--- src/common/dac_seq_pkg.sv ---
// package for the dac update sequencer: command codes, timing, carriers
// assumes a 40 MHz core clock; all timing counts derive from it
// What this block does
// RQ1 - decode special command 001010 as monitor select
// RQ2 - last channel output carries selected monitored channel
// RQ3 - monitor code 63 floats the monitor output
// RQ4 - host enables monitor before selecting a channel
// RQ5 - reset falling edge restores power-on register state
// RQ6 - reset lasts 270 us with busy low
// RQ7 - during reset busy ignore interfaces and load strobes
// RQ8 - after reset only next falling edge matters
// RQ9 - host resets only outside power-down
// RQ10 - clear low loads clear code within 35 us
// RQ11 - register writes trigger recalculation, busy low meanwhile
// RQ12 - writes accepted while calculating, no output update
// RQ13 - strobe during busy or held low remembered
// RQ14 - load only channels written since last strobe
// RQ15 - sample queue enable at power-up, clear, reset
// RQ16 - queue works only in parallel mode
// RQ17 - queue holds 128 writes, drops when full
// RQ18 - busy stays low while queue still draining
// RQ19 - power-on sequence: defaults, outputs floating, busy low
// RQ20 - power-down keeps registers, outputs float or load
// RQ21 - interface pins pick parallel, four-wire or two-wire
// RQ22 - interface wakes on write strobe or frame falling edge
// RQ23 - monitor enable bit switches last channel role
// RQ24 - durations are cycle counts from clock rate
package dac_seq_pkg;
  localparam int          CLK_KHZ        = 40000;
  localparam int          RESET_TIME_US  = 270;
  localparam int          CLEAR_TIME_US  = 35;
  localparam int          CALC_TIME_NS   = 500;
  localparam int          POR_TIME_US    = 270;
  localparam int          RESET_CYCLES   = RESET_TIME_US * CLK_KHZ / 1000;
  localparam int          CLEAR_CYCLES   = CLEAR_TIME_US * CLK_KHZ / 1000;
  localparam int          CALC_CYCLES    = (CALC_TIME_NS * CLK_KHZ + 999999) / 1000000;
  localparam int          POR_CYCLES     = POR_TIME_US * CLK_KHZ / 1000;
  localparam int          NUM_CH         = 40;
  localparam int          DATA_W         = 14;
  localparam int          QUEUE_DEPTH    = 128;
  localparam logic [5:0]  ADDR_MONITOR   = 6'h0a;
  localparam logic [1:0]  REGSEL_SPECIAL = 2'h0;
  localparam logic [1:0]  REGSEL_INPUT   = 2'h3;
  localparam logic [5:0]  MON_FLOAT_CODE = 6'h3f;
  localparam logic [5:0]  MON_LAST_VALID = 6'h26;
  localparam int          MON_FIELD_LSB  = 8;
  localparam int          CR_MON_EN_BIT  = 9;
  localparam int          CR_PD_FLOAT_BIT = 13;
  localparam logic [13:0] CR_RESET       = 14'h2000;
  localparam logic [13:0] GAIN_RESET     = 14'h3ffe;
  localparam logic [13:0] OFFSET_RESET   = 14'h2000;
  localparam logic [13:0] CLEAR_CODE_RESET = 14'h0000;

  typedef struct packed {
    logic [1:0]  regsel;
    logic [5:0]  chan;
    logic [13:0] data;
  } cmd_s;

  typedef struct packed {
    logic parallel;
    logic two_wire;
    logic four_wire;
  } if_mode_s;

  typedef enum logic [1:0] { MODE_NONE, MODE_PAR, MODE_SPI, MODE_TWI } if_sel_e;
endpackage : dac_seq_pkg

--- src/rtl/dac_update_sequencer.sv ---
// control core: command decode, queue, busy timing, load and monitor select
// assumes host pins are asynchronous; analog and serial framing live elsewhere
`timescale 1ns/1ps
`default_nettype none
module dac_update_sequencer
  import dac_seq_pkg::*;
#(
  parameter int RESET_CNT = RESET_CYCLES,
  parameter int POR_CNT   = POR_CYCLES,
  parameter int CLEAR_CNT = CLEAR_CYCLES,
  parameter int CALC_CNT  = CALC_CYCLES,
  parameter int QDEPTH    = QUEUE_DEPTH
) (
  input  wire logic              mclk_i,
  input  wire logic              rst_b_i,
  input  wire logic              reset_pin_b_i,
  input  wire logic              async_clear_input_b_i,
  input  wire logic              load_output_strobe_b_i,
  input  wire logic              queue_enable_pin_i,
  input  wire logic              interface_select_pin_i,
  input  wire logic              two_wire_select_i,
  input  wire logic              power_down_i,
  input  wire logic              write_strobe_b_i,
  input  wire logic              frame_sync_b_i,
  input  wire logic              cmd_valid_i,
  input  wire cmd_s              cmd_i,
  output logic                   cmd_ready_o,
  output logic                   busy_b_o,
  output logic [NUM_CH*DATA_W-1:0] dac_regs_o,
  output logic [NUM_CH-1:0]      chan_out_en_o,
  output logic [NUM_CH-1:0]      chan_pd_load_o,
  output logic [5:0]             monitor_sel_o,
  output logic                   monitor_output_oe_o,
  output logic                   monitor_enable_bit_o,
  output logic                   queue_active_o,
  output if_mode_s               if_mode_o,
  output logic                   if_awake_o
);
  localparam int AW = $clog2(QDEPTH);
  localparam int CW = 24;

  typedef enum { ST_POR, ST_RESET, ST_CLEAR, ST_IDLE, ST_CALC } state_e;

  // reset release and pin synchronisers
  logic rst_s1, rst_n;
  always_ff @(posedge mclk_i or negedge rst_b_i) begin
    if (!rst_b_i) begin
      rst_s1 <= 1'b0;
      rst_n  <= 1'b0;
    end else begin
      rst_s1 <= 1'b1;
      rst_n  <= rst_s1;
    end
  end

  logic reset_lvl, reset_fall, clr_lvl, load_lvl, load_fall, wr_lvl, wr_fall, fs_lvl, fs_fall;
  fall_sync u_reset (.mclk_i(mclk_i), .rst_n_i(rst_n), .pin_i(reset_pin_b_i),
                     .level_o(reset_lvl), .fall_o(reset_fall));
  fall_sync u_clr   (.mclk_i(mclk_i), .rst_n_i(rst_n), .pin_i(async_clear_input_b_i),
                     .level_o(clr_lvl), .fall_o());
  fall_sync u_load  (.mclk_i(mclk_i), .rst_n_i(rst_n), .pin_i(load_output_strobe_b_i),
                     .level_o(load_lvl), .fall_o(load_fall));
  fall_sync u_wr    (.mclk_i(mclk_i), .rst_n_i(rst_n), .pin_i(write_strobe_b_i),
                     .level_o(wr_lvl), .fall_o(wr_fall));
  fall_sync u_fs    (.mclk_i(mclk_i), .rst_n_i(rst_n), .pin_i(frame_sync_b_i),
                     .level_o(fs_lvl), .fall_o(fs_fall));

  logic q_pin_s1, q_pin, sel_s1, sel, tw_s1, tw, pd_s1, pd;
  always_ff @(posedge mclk_i or negedge rst_n) begin
    if (!rst_n) begin
      {q_pin_s1, q_pin, sel_s1, sel, tw_s1, tw, pd_s1, pd} <= 8'h00;
    end else begin
      {q_pin_s1, sel_s1, tw_s1, pd_s1} <= {queue_enable_pin_i, interface_select_pin_i,
                                           two_wire_select_i, power_down_i};
      {q_pin, sel, tw, pd} <= {q_pin_s1, sel_s1, tw_s1, pd_s1};
    end
  end

  // control state
  state_e                  state, next_state;
  logic [CW-1:0]           cnt, next_cnt;
  logic [13:0]             ctrl, next_ctrl;
  logic [13:0]             clr_code, next_clr_code;
  logic [5:0]              mon_sel, next_mon_sel;
  logic [DATA_W-1:0]       computed_data_register [NUM_CH];
  logic [DATA_W-1:0]       next_computed_data_register [NUM_CH];
  logic [DATA_W-1:0]       dac [NUM_CH];
  logic [DATA_W-1:0]       next_dac [NUM_CH];
  logic [NUM_CH-1:0]       dirty, next_dirty;
  logic                    load_pend, next_load_pend;
  logic                    q_act, next_q_act;
  logic                    awake, next_awake;
  logic [AW:0]             wptr, next_wptr, rptr, next_rptr;
  logic                    rd_pend, next_rd_pend;
  cmd_s                    q_rdata;
  cmd_s                    cur, next_cur;
  logic                    cur_valid, next_cur_valid;

  logic q_full, q_empty, if_on, accept, q_we, pop;
  if_sel_e if_sel;

  always_comb begin
    if (!sel) if_sel = MODE_PAR;                                                // RQ21
    else if (tw) if_sel = MODE_TWI;
    else if_sel = MODE_SPI;
  end

  assign q_full  = (wptr[AW] != rptr[AW]) && (wptr[AW-1:0] == rptr[AW-1:0]);
  assign q_empty = (wptr == rptr);
  // interfaces shut during por, reset and power-down
  assign if_on   = (state != ST_POR) && (state != ST_RESET) && !pd;                // RQ7
  assign accept  = if_on && cmd_valid_i && (q_act ? !q_full : !cur_valid);        // RQ17
  assign q_we    = accept && q_act;
  assign pop     = q_act && !q_empty && !rd_pend && !cur_valid && (state == ST_IDLE);
  assign cmd_ready_o = if_on && (q_act ? !q_full : !cur_valid);

  cmd_queue_mem #(.DEPTH(QDEPTH), .AW(AW)) u_mem (
    .mclk_i (mclk_i),
    .we_i   (q_we),
    .waddr_i(wptr[AW-1:0]),
    .wdata_i(cmd_i),
    .raddr_i(rptr[AW-1:0]),
    .rdata_o(q_rdata)
  );

  always_comb begin
    next_state     = state;
    next_cnt       = cnt;
    next_ctrl      = ctrl;
    next_clr_code  = clr_code;
    next_mon_sel   = mon_sel;
    next_computed_data_register = computed_data_register;
    next_dac       = dac;
    next_dirty     = dirty;
    next_load_pend = load_pend;
    next_q_act     = q_act;
    next_awake     = awake;
    next_wptr      = wptr + (AW+1)'(q_we);
    next_rptr      = rptr + (AW+1)'(pop);
    next_rd_pend   = pop;
    next_cur       = cur;
    next_cur_valid = cur_valid;
    if (wr_fall && !sel) next_awake = 1'b1;                                     // RQ22
    else if (fs_fall && sel) next_awake = 1'b1;                                 // RQ22
    else if (wr_lvl && fs_lvl && !cur_valid && q_empty) next_awake = 1'b0;
    if (accept && !q_act) begin
      next_cur       = cmd_i;
      next_cur_valid = 1'b1;
    end
    if (rd_pend) begin
      next_cur       = q_rdata;
      next_cur_valid = 1'b1;
    end
    // strobes during calculation are remembered
    if ((load_fall || !load_lvl) && state != ST_POR && state != ST_RESET)
      next_load_pend = 1'b1;                                                   // RQ13
    case (state)
      ST_POR, ST_RESET: begin
        next_load_pend = 1'b0;                                                  // RQ7
        next_cur_valid = 1'b0;
        if (cnt == '0) begin
          next_state = ST_IDLE;
          next_q_act = q_pin && !sel;                                           // RQ15 RQ16
        end else begin
          next_cnt = cnt - 1'b1;
        end
      end
      ST_CLEAR: begin
        if (cnt == '0) begin
          next_state = ST_IDLE;
          next_q_act = q_pin && !sel;                                           // RQ15
        end else begin
          next_cnt = cnt - 1'b1;
        end
      end
      ST_CALC: begin
        // writes still land while busy, outputs frozen
        if (cnt == '0) next_state = ST_IDLE;                                    // RQ12
        else next_cnt = cnt - 1'b1;
      end
      ST_IDLE: begin
        if (cur_valid) begin
          next_cur_valid = 1'b0;
          if (cur.regsel == REGSEL_SPECIAL) begin
            if (cur.chan == ADDR_MONITOR)
              next_mon_sel = cur.data[MON_FIELD_LSB +: 6];                       // RQ1
            else if (cur.chan == 6'h0c) next_ctrl = cur.data;
            else if (cur.chan == 6'h01) next_clr_code = cur.data;
          end else if (cur.chan < 6'(NUM_CH)) begin
            // gain and offset arithmetic lives outside; input value stands in
            next_computed_data_register[cur.chan[5:0]] = cur.data;              // RQ11
            next_dirty[cur.chan[5:0]] = 1'b1;                                   // RQ14
            next_state = ST_CALC;                                               // RQ11
            next_cnt   = CW'(CALC_CNT - 1);
          end
        end else if (load_pend && (!q_act || q_empty) && !rd_pend) begin
          for (int i = 0; i < NUM_CH; i++) begin
            if (dirty[i]) next_dac[i] = computed_data_register[i];              // RQ14
          end
          next_dirty     = '0;
          next_load_pend = load_fall || !load_lvl;
        end
      end
      default: next_state = ST_IDLE;
    endcase
    if (!clr_lvl && state != ST_POR && state != ST_RESET) begin
      for (int i = 0; i < NUM_CH; i++) next_dac[i] = clr_code;                  // RQ10
      next_state = ST_CLEAR;
      next_cnt   = CW'(CLEAR_CNT - 1);
    end
    // level of the reset pin ignored, only its fall restarts
    if (reset_fall && !pd) begin                                                // RQ8
      next_state    = ST_RESET;                                                 // RQ5
      next_cnt      = CW'(RESET_CNT - 1);                                       // RQ6 RQ24
      next_ctrl     = CR_RESET;
      next_clr_code = CLEAR_CODE_RESET;
      next_mon_sel  = MON_FLOAT_CODE;
      next_dirty    = '0;
      next_wptr     = '0;
      next_rptr     = '0;
      next_rd_pend  = 1'b0;
      for (int i = 0; i < NUM_CH; i++) begin
        next_computed_data_register[i] = '0;
        next_dac[i] = '0;                                                       // RQ5
      end
    end
  end

  always_ff @(posedge mclk_i or negedge rst_n) begin
    if (!rst_n) begin
      state     <= ST_POR;                                                      // RQ19
      cnt       <= CW'(POR_CNT - 1);
      ctrl      <= CR_RESET;
      clr_code  <= CLEAR_CODE_RESET;
      mon_sel   <= MON_FLOAT_CODE;
      computed_data_register <= '{default: '0};
      dac       <= '{default: '0};
      dirty     <= '0;
      load_pend <= 1'b0;
      q_act     <= 1'b0;
      awake     <= 1'b0;
      wptr      <= '0;
      rptr      <= '0;
      rd_pend   <= 1'b0;
      cur       <= '0;
      cur_valid <= 1'b0;
    end else begin
      state     <= next_state;
      cnt       <= next_cnt;
      ctrl      <= next_ctrl;
      clr_code  <= next_clr_code;
      mon_sel   <= next_mon_sel;
      computed_data_register <= next_computed_data_register;
      dac       <= next_dac;
      dirty     <= next_dirty;
      load_pend <= next_load_pend;
      q_act     <= next_q_act;
      awake     <= next_awake;
      wptr      <= next_wptr;
      rptr      <= next_rptr;
      rd_pend   <= next_rd_pend;
      cur       <= next_cur;
      cur_valid <= next_cur_valid;
    end
  end

  logic mon_on;
  assign mon_on   = ctrl[CR_MON_EN_BIT];                                         // RQ23

  always_comb begin
    for (int i = 0; i < NUM_CH; i++) dac_regs_o[i*DATA_W +: DATA_W] = dac[i];
    // power-down keeps every register; outputs change, interfaces shut and the reset pin is ignored
    for (int i = 0; i < NUM_CH; i++) begin
      chan_out_en_o[i]  = (state != ST_POR) && !pd;                              // RQ19 RQ20
      chan_pd_load_o[i] = pd && !ctrl[CR_PD_FLOAT_BIT];                          // RQ20
    end
    if (mon_on) chan_out_en_o[NUM_CH-1] = 1'b0;                                  // RQ2
  end

  // busy low across por, reset, clear, calc and queue drain
  assign busy_b_o = (state == ST_IDLE) && !cur_valid && !rd_pend &&
                    !(q_act && !q_empty);                                        // RQ6 RQ18
  assign monitor_sel_o        = mon_sel;                                         // RQ2
  assign monitor_output_oe_o  = mon_on && (mon_sel != MON_FLOAT_CODE) &&
                                (mon_sel <= MON_LAST_VALID) && !pd;               // RQ3
  assign monitor_enable_bit_o = mon_on;
  assign queue_active_o       = q_act;
  assign if_mode_o            = '{parallel:  if_sel == MODE_PAR,
                                  two_wire:  if_sel == MODE_TWI,
                                  four_wire: if_sel == MODE_SPI};
  assign if_awake_o           = awake;

  a_reset_busy: assert property (@(posedge mclk_i) disable iff (!rst_n)
    reset_fall && !pd |=> !busy_b_o [*8]) else $error("busy not low after reset edge"); // RQ6
  a_reset_clears: assert property (@(posedge mclk_i) disable iff (!rst_n)
    reset_fall && !pd |=> dac_regs_o == '0) else $error("dac not cleared by reset"); // RQ5
  a_mon_float: assert property (@(posedge mclk_i) disable iff (!rst_n)
    mon_sel == MON_FLOAT_CODE |-> !monitor_output_oe_o) else $error("monitor driven"); // RQ3
  a_mon_decode: assert property (@(posedge mclk_i) disable iff (!rst_n)
    state == ST_IDLE && cur_valid && cur.regsel == REGSEL_SPECIAL && cur.chan == ADDR_MONITOR
    && !reset_fall |=> mon_sel == $past(cur.data[13:8])) else $error("monitor select lost"); // RQ1
  a_calc_busy: assert property (@(posedge mclk_i) disable iff (!rst_n)
    state == ST_CALC |-> !busy_b_o) else $error("busy high during calc"); // RQ11
  a_no_update_busy: assert property (@(posedge mclk_i) disable iff (!rst_n)
    state == ST_CALC && clr_lvl && !reset_fall |=> $stable(dac_regs_o))
    else $error("output changed while calculating"); // RQ12
  a_full_drop: assert property (@(posedge mclk_i) disable iff (!rst_n)
    q_act && q_full |-> !cmd_ready_o && !q_we) else $error("write taken while full"); // RQ17
  a_queue_busy: assert property (@(posedge mclk_i) disable iff (!rst_n)
    q_act && !q_empty |-> !busy_b_o) else $error("busy high with queue pending"); // RQ18
  a_strobe_held: assert property (@(posedge mclk_i) disable iff (!rst_n)
    load_fall && state == ST_CALC |=> load_pend) else $error("strobe lost while busy"); // RQ13
  a_pd_float: assert property (@(posedge mclk_i) disable iff (!rst_n)
    pd |-> chan_out_en_o == '0) else $error("output driven in power-down"); // RQ20
endmodule : dac_update_sequencer
`default_nettype wire

--- src/rtl/cmd_queue_mem.sv ---
// instruction queue storage with registered read data
// assumes one writer and one reader on the same clock
`timescale 1ns/1ps
`default_nettype none
module cmd_queue_mem
  import dac_seq_pkg::*;
#(
  parameter int DEPTH = QUEUE_DEPTH,
  parameter int AW    = $clog2(DEPTH)
) (
  input  wire logic          mclk_i,
  input  wire logic          we_i,
  input  wire logic [AW-1:0] waddr_i,
  input  wire cmd_s          wdata_i,
  input  wire logic [AW-1:0] raddr_i,
  output var  cmd_s          rdata_o
);
  cmd_s mem [DEPTH];
  cmd_s next_rdata;

  always_comb begin
    next_rdata = mem[raddr_i];
  end

  always_ff @(posedge mclk_i) begin
    if (we_i) begin
      mem[waddr_i] <= wdata_i;
    end
    rdata_o <= next_rdata;
  end
endmodule : cmd_queue_mem
`default_nettype wire

--- src/rtl/fall_sync.sv ---
// two-stage synchroniser with a falling-edge pulse
// assumes the input is asynchronous to mclk_i
`timescale 1ns/1ps
`default_nettype none
module fall_sync #(
  parameter logic INIT = 1'b1
) (
  input  wire logic mclk_i,
  input  wire logic rst_n_i,
  input  wire logic pin_i,
  output var  logic level_o,
  output var  logic fall_o
);
  logic stage1;
  logic stage2;
  logic stage3;
  logic next_stage3;

  always_comb begin
    next_stage3 = stage2;
  end

  always_ff @(posedge mclk_i or negedge rst_n_i) begin
    if (!rst_n_i) begin
      stage1 <= INIT;
      stage2 <= INIT;
      stage3 <= INIT;
    end else begin
      stage1 <= pin_i;
      stage2 <= stage1;
      stage3 <= next_stage3;
    end
  end

  always_comb begin
    level_o = stage2;
    fall_o  = stage3 & ~stage2;
  end
endmodule : fall_sync
`default_nettype wire

--- config.mk ---
export PLATFORM = sky130hd
export DESIGN_NAME = dac_update_sequencer
export DESIGN_NICKNAME = d
export VERILOG_FILES = /design/src/common/dac_seq_pkg.sv /design/src/rtl/dac_update_sequencer.sv /design/src/rtl/cmd_queue_mem.sv /design/src/rtl/fall_sync.sv
export SDC_FILE = /design/constraint.sdc
export NUM_CORES = 2
export LEC_CHECK = 0
export BUFFER_PORTS_ARGS = -buffer_cell sky130_fd_sc_hd__buf_2
export CAP_MARGIN = 0
export CORE_ASPECT_RATIO = 0.6
export CORE_MARGIN = 1.5
export CORE_UTILIZATION = 47
export CTS_CLUSTER_DIAMETER = 150
export DETAILED_ROUTE_END_ITERATION = 8
export GPL_TIMING_DRIVEN = 0
export RECOVER_POWER = 100
export SLEW_MARGIN = 15
export SYNTH_ARGS = -nofsm -noshare
export SYNTH_HDL_FRONTEND = slang
export SYNTH_SLANG_ARGS = --single-unit
--- constraint.sdc ---
create_clock -name mclk_i -period 70.5 [get_ports mclk_i]
set_clock_uncertainty 0.2 [all_clocks]
set_input_delay 0 -clock mclk_i [delete_from_list [all_inputs] [get_ports mclk_i]]
set_output_delay 0 -clock mclk_i [all_outputs]
set_load 0.005 [all_outputs]
## Yosys cells after proc, flatten, opt, wreduce, memory -nomap -nowiden

Memories as Yosys holds them, arrays and structs flattened. A register that Yosys moved wholly into a read port is not among the register bits.
Cells that the tools add are included.

| word-level totals | value |
|---|---|
| memories kept | 1 |
| bits in writable memories | 2,816 |
| output and inout port bits | 655 |
| bits of input ports | 34 |
| ROM bits | 0 |
| logic and storage cells | 438 |
| latch bits | 0 |
| flip-flop bits (word level) | 1,317 |

Memory list:

| memory | depth | width | rd ports | clocked after Yosys merged registers in | wr ports | RTL line | text |
|---|---|---|---|---|---|---|---|
| u_mem.mem | 128 | 22 | 1 | 1 | 1 | cmd_queue_mem.sv:18 | `cmd_s mem [DEPTH];` |

| cells by class | value |
|---|---|
| shift-type cells | 0 |
| multipliers | 0 |
| reduce and logical (&&, ||, !) cells | 156 |
| multiplexer cells | 115 |
| div/mod/pow operators | 0 |
| magnitude comparators | 6 |
| add/subtract/negate cells | 3 |
| bitwise logic cells | 10 |
| equal/unequal tests | 27 |

Operators with widths:

| cell | count |
|---|---|
| 560-bit two-way mux | 10 |
| 14-bit two-way mux | 54 |
| 560-bit bitwise mux | 1 |
| 40-bit two-way mux | 6 |
| 32-bit two-way mux | 6 |
| 4-bit AND reduction | 44 |
| 24-bit two-way mux | 6 |
| 3-bit nonzero test | 44 |
| 14-bit demux with 6-bit select | 1 |
| 32-bit by 2-bit equality test with 1-bit output (second input constant) | 2 |
| 32-bit by 3-bit equality test with 1-bit output (second input constant) | 2 |
| 32-bit case mux with 2 select lines | 1 |
| 24-bit case mux with 2 select lines | 1 |
| 22-bit two-way mux | 2 |
| 40-bit OR | 1 |
| 1-bit logical AND | 35 |
| 32-bit by 1-bit equality test with 1-bit output (second input constant) | 1 |
| 32-bit logical NOT | 1 |
| 32-bit by 2-bit != test with 1-bit output (second input constant) | 1 |
| 32-bit nonzero test | 1 |
| 6-bit two-way mux | 5 |
| 24-bit logical NOT | 1 |
| 24-bit by 1-bit subtractor with 24-bit output (second input constant) | 1 |
| 8-bit by 1-bit adder with 8-bit output | 2 |
| 39 further kinds | 88 |

## Depth between registers and ports, before layout

| depth | value |
|---|---|
| word-level depth | 11 |
| gate-level depth with buffers | 13 |
| gate-level depth less buffers | 9 |

## Hierarchy

Synthesis repeated with hierarchy kept, for this count alone.

| second synthesis, totals | value |
|---|---|
| cells, all modules | 9,460 |
| area total of the unflattened synthesis | 161,576.2 um^2 |

Modules (own cells, without submodules):

| module | seq. area each (um^2) | area each (um^2) | times used | cells an instance |
|---|---|---|---|---|
| cmd_queue_mem | 85,001.5 | 107,627.0 | 1 | 4,168 |
| dac_update_sequencer | 31,599.1 | 53,486.3 | 1 | 5,272 |
| fall_sync | 78.8 | 92.6 | 5 | 4 |

## Worst setup path after synthesis

OpenSTA, ideal clock, no wires.

| timing | value |
|---|---|
| path kind | reg2reg |
| from | reg rptr[1] |
| to | mem u_mem.mem[103][0] in the netlist's numbering, enable pin |
| slack | 67.171 ns |
| clock period less this slack | 3.329 ns |
| arrival | 2.728 ns |
| cell stages (with the launch flop) | 9 |
| setup time | 0.401 ns |
| path buffers | 2 |
| data required time | 69.899 ns |
| cell sequence | dfrtp_1 > buf_4 > xnor2_1 > nand3_1 > nor3_1 > nor3b_1 > nand3_1 > clkbuf_1 > nor2_1 |

| on the way | value |
|---|---|
| cells in the longest elaborated chain, start to end | 8 |

Ends and longest elaborated chain:

| element | RTL line | text |
|---|---|---|
| from (decl) | dac_update_sequencer.sv:93 | `logic [AW:0] wptr, next_wptr, rptr, next_rptr;` |
| from (signal assigned) | dac_update_sequencer.sv:260 | `rptr <= next_rptr;` |
| 7-bit equality test | dac_update_sequencer.sv:108 | `assign q_full = (wptr[AW] != rptr[AW]) && (wptr[AW-1:0] == rptr[AW-1:0]);` |
| 1-bit logical AND | dac_update_sequencer.sv:108 |  |
| 1-bit logical NOT | dac_update_sequencer.sv:112 | `assign accept = if_on && cmd_valid_i && (q_act ? !q_full : !cur_valid);` |
| 1-bit two-way mux | dac_update_sequencer.sv:112 |  |
| 1-bit logical AND | dac_update_sequencer.sv:112 |  |
| 1-bit logical AND | dac_update_sequencer.sv:113 | `assign q_we = accept && q_act;` |
| 1-bit two-way mux | cmd_queue_mem.sv:26 | `if (we_i) begin` |
| 1-bit two-way mux (implied by the code) | cmd_queue_mem.sv:27 | `mem[waddr_i] <= wdata_i;` |
| to (decl) | cmd_queue_mem.sv:18 |  |

No other way between the ends.

==> flow_summary.ini <==
[synth]
ys_warn_count = 0
async_flop_share_pct = 31.0
syn_avg_cell_area_um2 = 18.1
ys.flop_type = edfxtp_1
synth_edf_count = 2816
syn_nets = 8841
syn_area_um2 = 159000
ys_ff_latch = 4113
syn_inst = 8801
synth_top_area_share_pct = 53.2
yosys-top-cells-area = edfxtp_1, dfrtp_1, mux4_2
synth-seq-area-share_pct = 73.6
yosys.area.top_type = edfxtp_1
ys_types = 76

[die]
num_rows = 165
die_h_um = 453
coreArea_um2 = 337000
ios = 689
dieArea_um2 = 342000
start_util_pct = 47.2
chipWidth_um = 754

[cts]
cts_tree = yes
clock_sinks = 4113
clock_path_buffers = 4
cts_root_buf = clkbuf_16
cts_setup_buffers = 0
cts_resized = 0
cts_hold_repair.buffers = 96
insertion_delay_ps = 1000
cts_made_buffers = 377
path_clk_slew_ps = 70
htree_levels = 5

[routing]
wire_per_inst_um = 43.8
antenna_left = 0
drtPass1Iterations = 8
drtIter0Drc = 18400
vias_per_cell = 6.85
wirelength_um = 658000
drc = 0
num_vias = 103000

[setup_path]
cp_slowest_stage_delay_ps = 2480
crit_buf_inv = 9
endpoint_kind = asynchronous set/reset pin
crit_top_cell = clkbuf_1
start_kind = flip-flop
crit_chain = clkbuf_1 > clkbuf_1 > clkbuf_1 > clkbuf_1 > clkbuf_1 > clkbuf_1 > clkbuf_1 > clkbuf_1 > clkbuf_1
critPathSlowestCell = clkbuf_1
path_delay_family = buffers and inverters
worstPathRequired_ps = 70830
crit_arrival_ps = 22350
path_max_fanout = 62
critPathKind = reg2async

[grt]
grt_max_degree = 103
grt_pass1_wl_um = 859000
grt_use_total_pct = 37.7
overflow = 0
antenna_found_initial = 70
grt_pass1_vias = 94700

[placement]
gp_congestion = 1.04
port-buffer-count = 688
hpwl_um = 474000
place_ws_ps = 64810

[sta]
max_freq_mhz = 45.4
setup_viol = 0
timing.final.ws_setup_ps = 48480
tns_ps = 0
drv_slew = 6078
final_hold_viol_count = 0
worstMarginPinSlew_ps = 5650
max_slew_margin_pct = -276
rsz0062_at_grt = false
fin_crit_ps = 22020
finalCritPeriodShare_pct = 31.2

[power_and_ir_drop]
p_leak_nw = 63.4
power_density_nw_per_um2 = 32.2
vdd_drop_max_mv = 0.0236

[layout]
layout.nets = 10200
drive_above_1_share_pct = 18.9
syn2layout_area_growth_pct = 14.3

[run]
maxCapViolations = 213

[status]
failed_checks = capacitance limit, slew limit
status = finished, violations left

[min_path]
min_path_type = in2reg
## routing by layer
layer | track usage [%] | vias to the layer above | part of all wire, %
li1 | - | 38000 | -
met1 | 55.8 | 54700 | 40
met2 | 45.4 | 8757 | 36
met3 | 22.2 | 1347 | 20
met4 | 11.8 | 48 | 4.2
met5 | 0.401 | - | 0.27
## cells by family after synthesis
kind of cell / after synthesis / synth area share (%)
AO/OA/AOI/OAI: 2065 / 9.03
XOR/XNOR: 24 / 0.132
adder cells (fa/ha/maj): 6 / 0.0472
buffers and inverters: 737 / 2.35
flip-flops: 4113 / 73.6
multiplexers: 952 / 12.2
other: 1 / 0.00236
AND/OR/NAND/NOR: 903 / 2.63
## report_power, final
group	total, W	leakage (nW)	internal, W	switching, W
registers	0.00291	42.1	0.00276	0.000156
clock network	0.00212	6.05	0.00117	0.000947
logic	0.000832	15.3	0.000233	0.000599
## layout by cell type, fill, tap and decap left out, types with 17 or more instances in the layout
cell / count
dlygate4sd3_1: 75
clkbuf_8: 31
a22o_1: 593
a21oi_1: 276
a2bb2oi_1: 364
buf_2: 296
clkbuf_4: 71
nand2_1: 190
clkinv_1: 56
dfstp_2: 20
diode_2: 17
dfrtp_1: 1247
o21ai_0: 630
clkinv_2: 70
nor2_1: 426
mux2_2: 26
buf_4: 31
edfxtp_1: 2816
a22oi_1: 61
buf_6: 31
dfxtp_1: 22
clkbuf_2: 89
nor3_1: 24
clkbuf_16: 388
mux4_2: 790
nand3_1: 78
nor2b_1: 18
nand2b_1: 30
bufinv_16: 35
and2_1: 17
nand4_1: 37
mux2i_1: 136
o22ai_1: 59
nor4_1: 18
clkbuf_1: 1160
## state kept, by name, summed over array words and instances (netlist names), 3 cells and up
name	flops
computed_data_register	560
u_mem.rdata_o	22
rptr	8
wptr	8
cnt	24
cur	22
monitor_sel_o	6
u_mem.mem	2816
clr_code	14
dac_regs_o	560
dirty	40
state	3
## metrics by stage
| stage | cells | area [um^2] | util (%) | hold slack, ps | power, W |
|---|---|---|---|---|---|
| after floorplan | 8801 | 159000 | - | -496 | 0.00322 |
| after global placement | 14000 | 168000 | 49.9 | -415 | 0.00376 |
| after detailed placement | 14200 | 174000 | 51.8 | -412 | 0.00377 |
| after CTS | 15000 | 188000 | 55.8 | 65.9 | 0.00585 |
| after global routing | 15000 | 182000 | 54.0 | 101 | 0.00597 |
| final | 15000 | 182000 | 54.0 | 85.8 | 0.00586 |
## cell usage after synthesis, types with 28 or more instances
cell type,number
mux2i_1,136
o21ai_0,629
buf_6,33
nand2_1,190
a21oi_1,278
nor2_1,429
edfxtp_1,2816
buf_4,121
dfstp_2,28
buf_2,175
o22ai_1,66
a22oi_1,61
nand2b_1,30
a2bb2oi_1,364
mux4_2,790
nand3_1,78
clkbuf_1,376
a22o_1,593
dfrtp_1,1247
## worst min-delay path: stages
cell and delay [ps]:
dlygate4sd3_1 600, buf_2 150, nand3_1 230, mux2i_1 110
o21ai_0 140
## area by class of cell
type                    count  area, um^2
plain buffers             728        3700
repair buffers            993        4840
clock inverters           195        1960
well taps                4509        5640
multi-input cells        3951       38200
fillers                 27000      155000
flip-flops and latches   4113      117000
inverters                   9        33.8
clock buffers             487       10400
diodes                     17        42.5
## final timing paths
| check | startpoint | endpoint | slack, ps | cells past startpoint |
|---|---|---|---|---|
| worst min register to register | u_fs.stage1 | u_fs.level_o | 150 | 0 |
| worst max-delay path | rst_n | dac_regs_o[244] | 48480 | 9 |
| min in group asynchronous | rst_b_i | rst_n | 230 | 4 |
| worst min-delay path | cmd_valid_i | cur[21] | 90 | 5 |
| max in group mclk_i | rptr[1] | u_mem.rdata_o[5] | 60850 | 10 |
| worst max register to register | rst_n | dac_regs_o[244] | 48480 | 9 |
(Power assumes the default switching activity.)
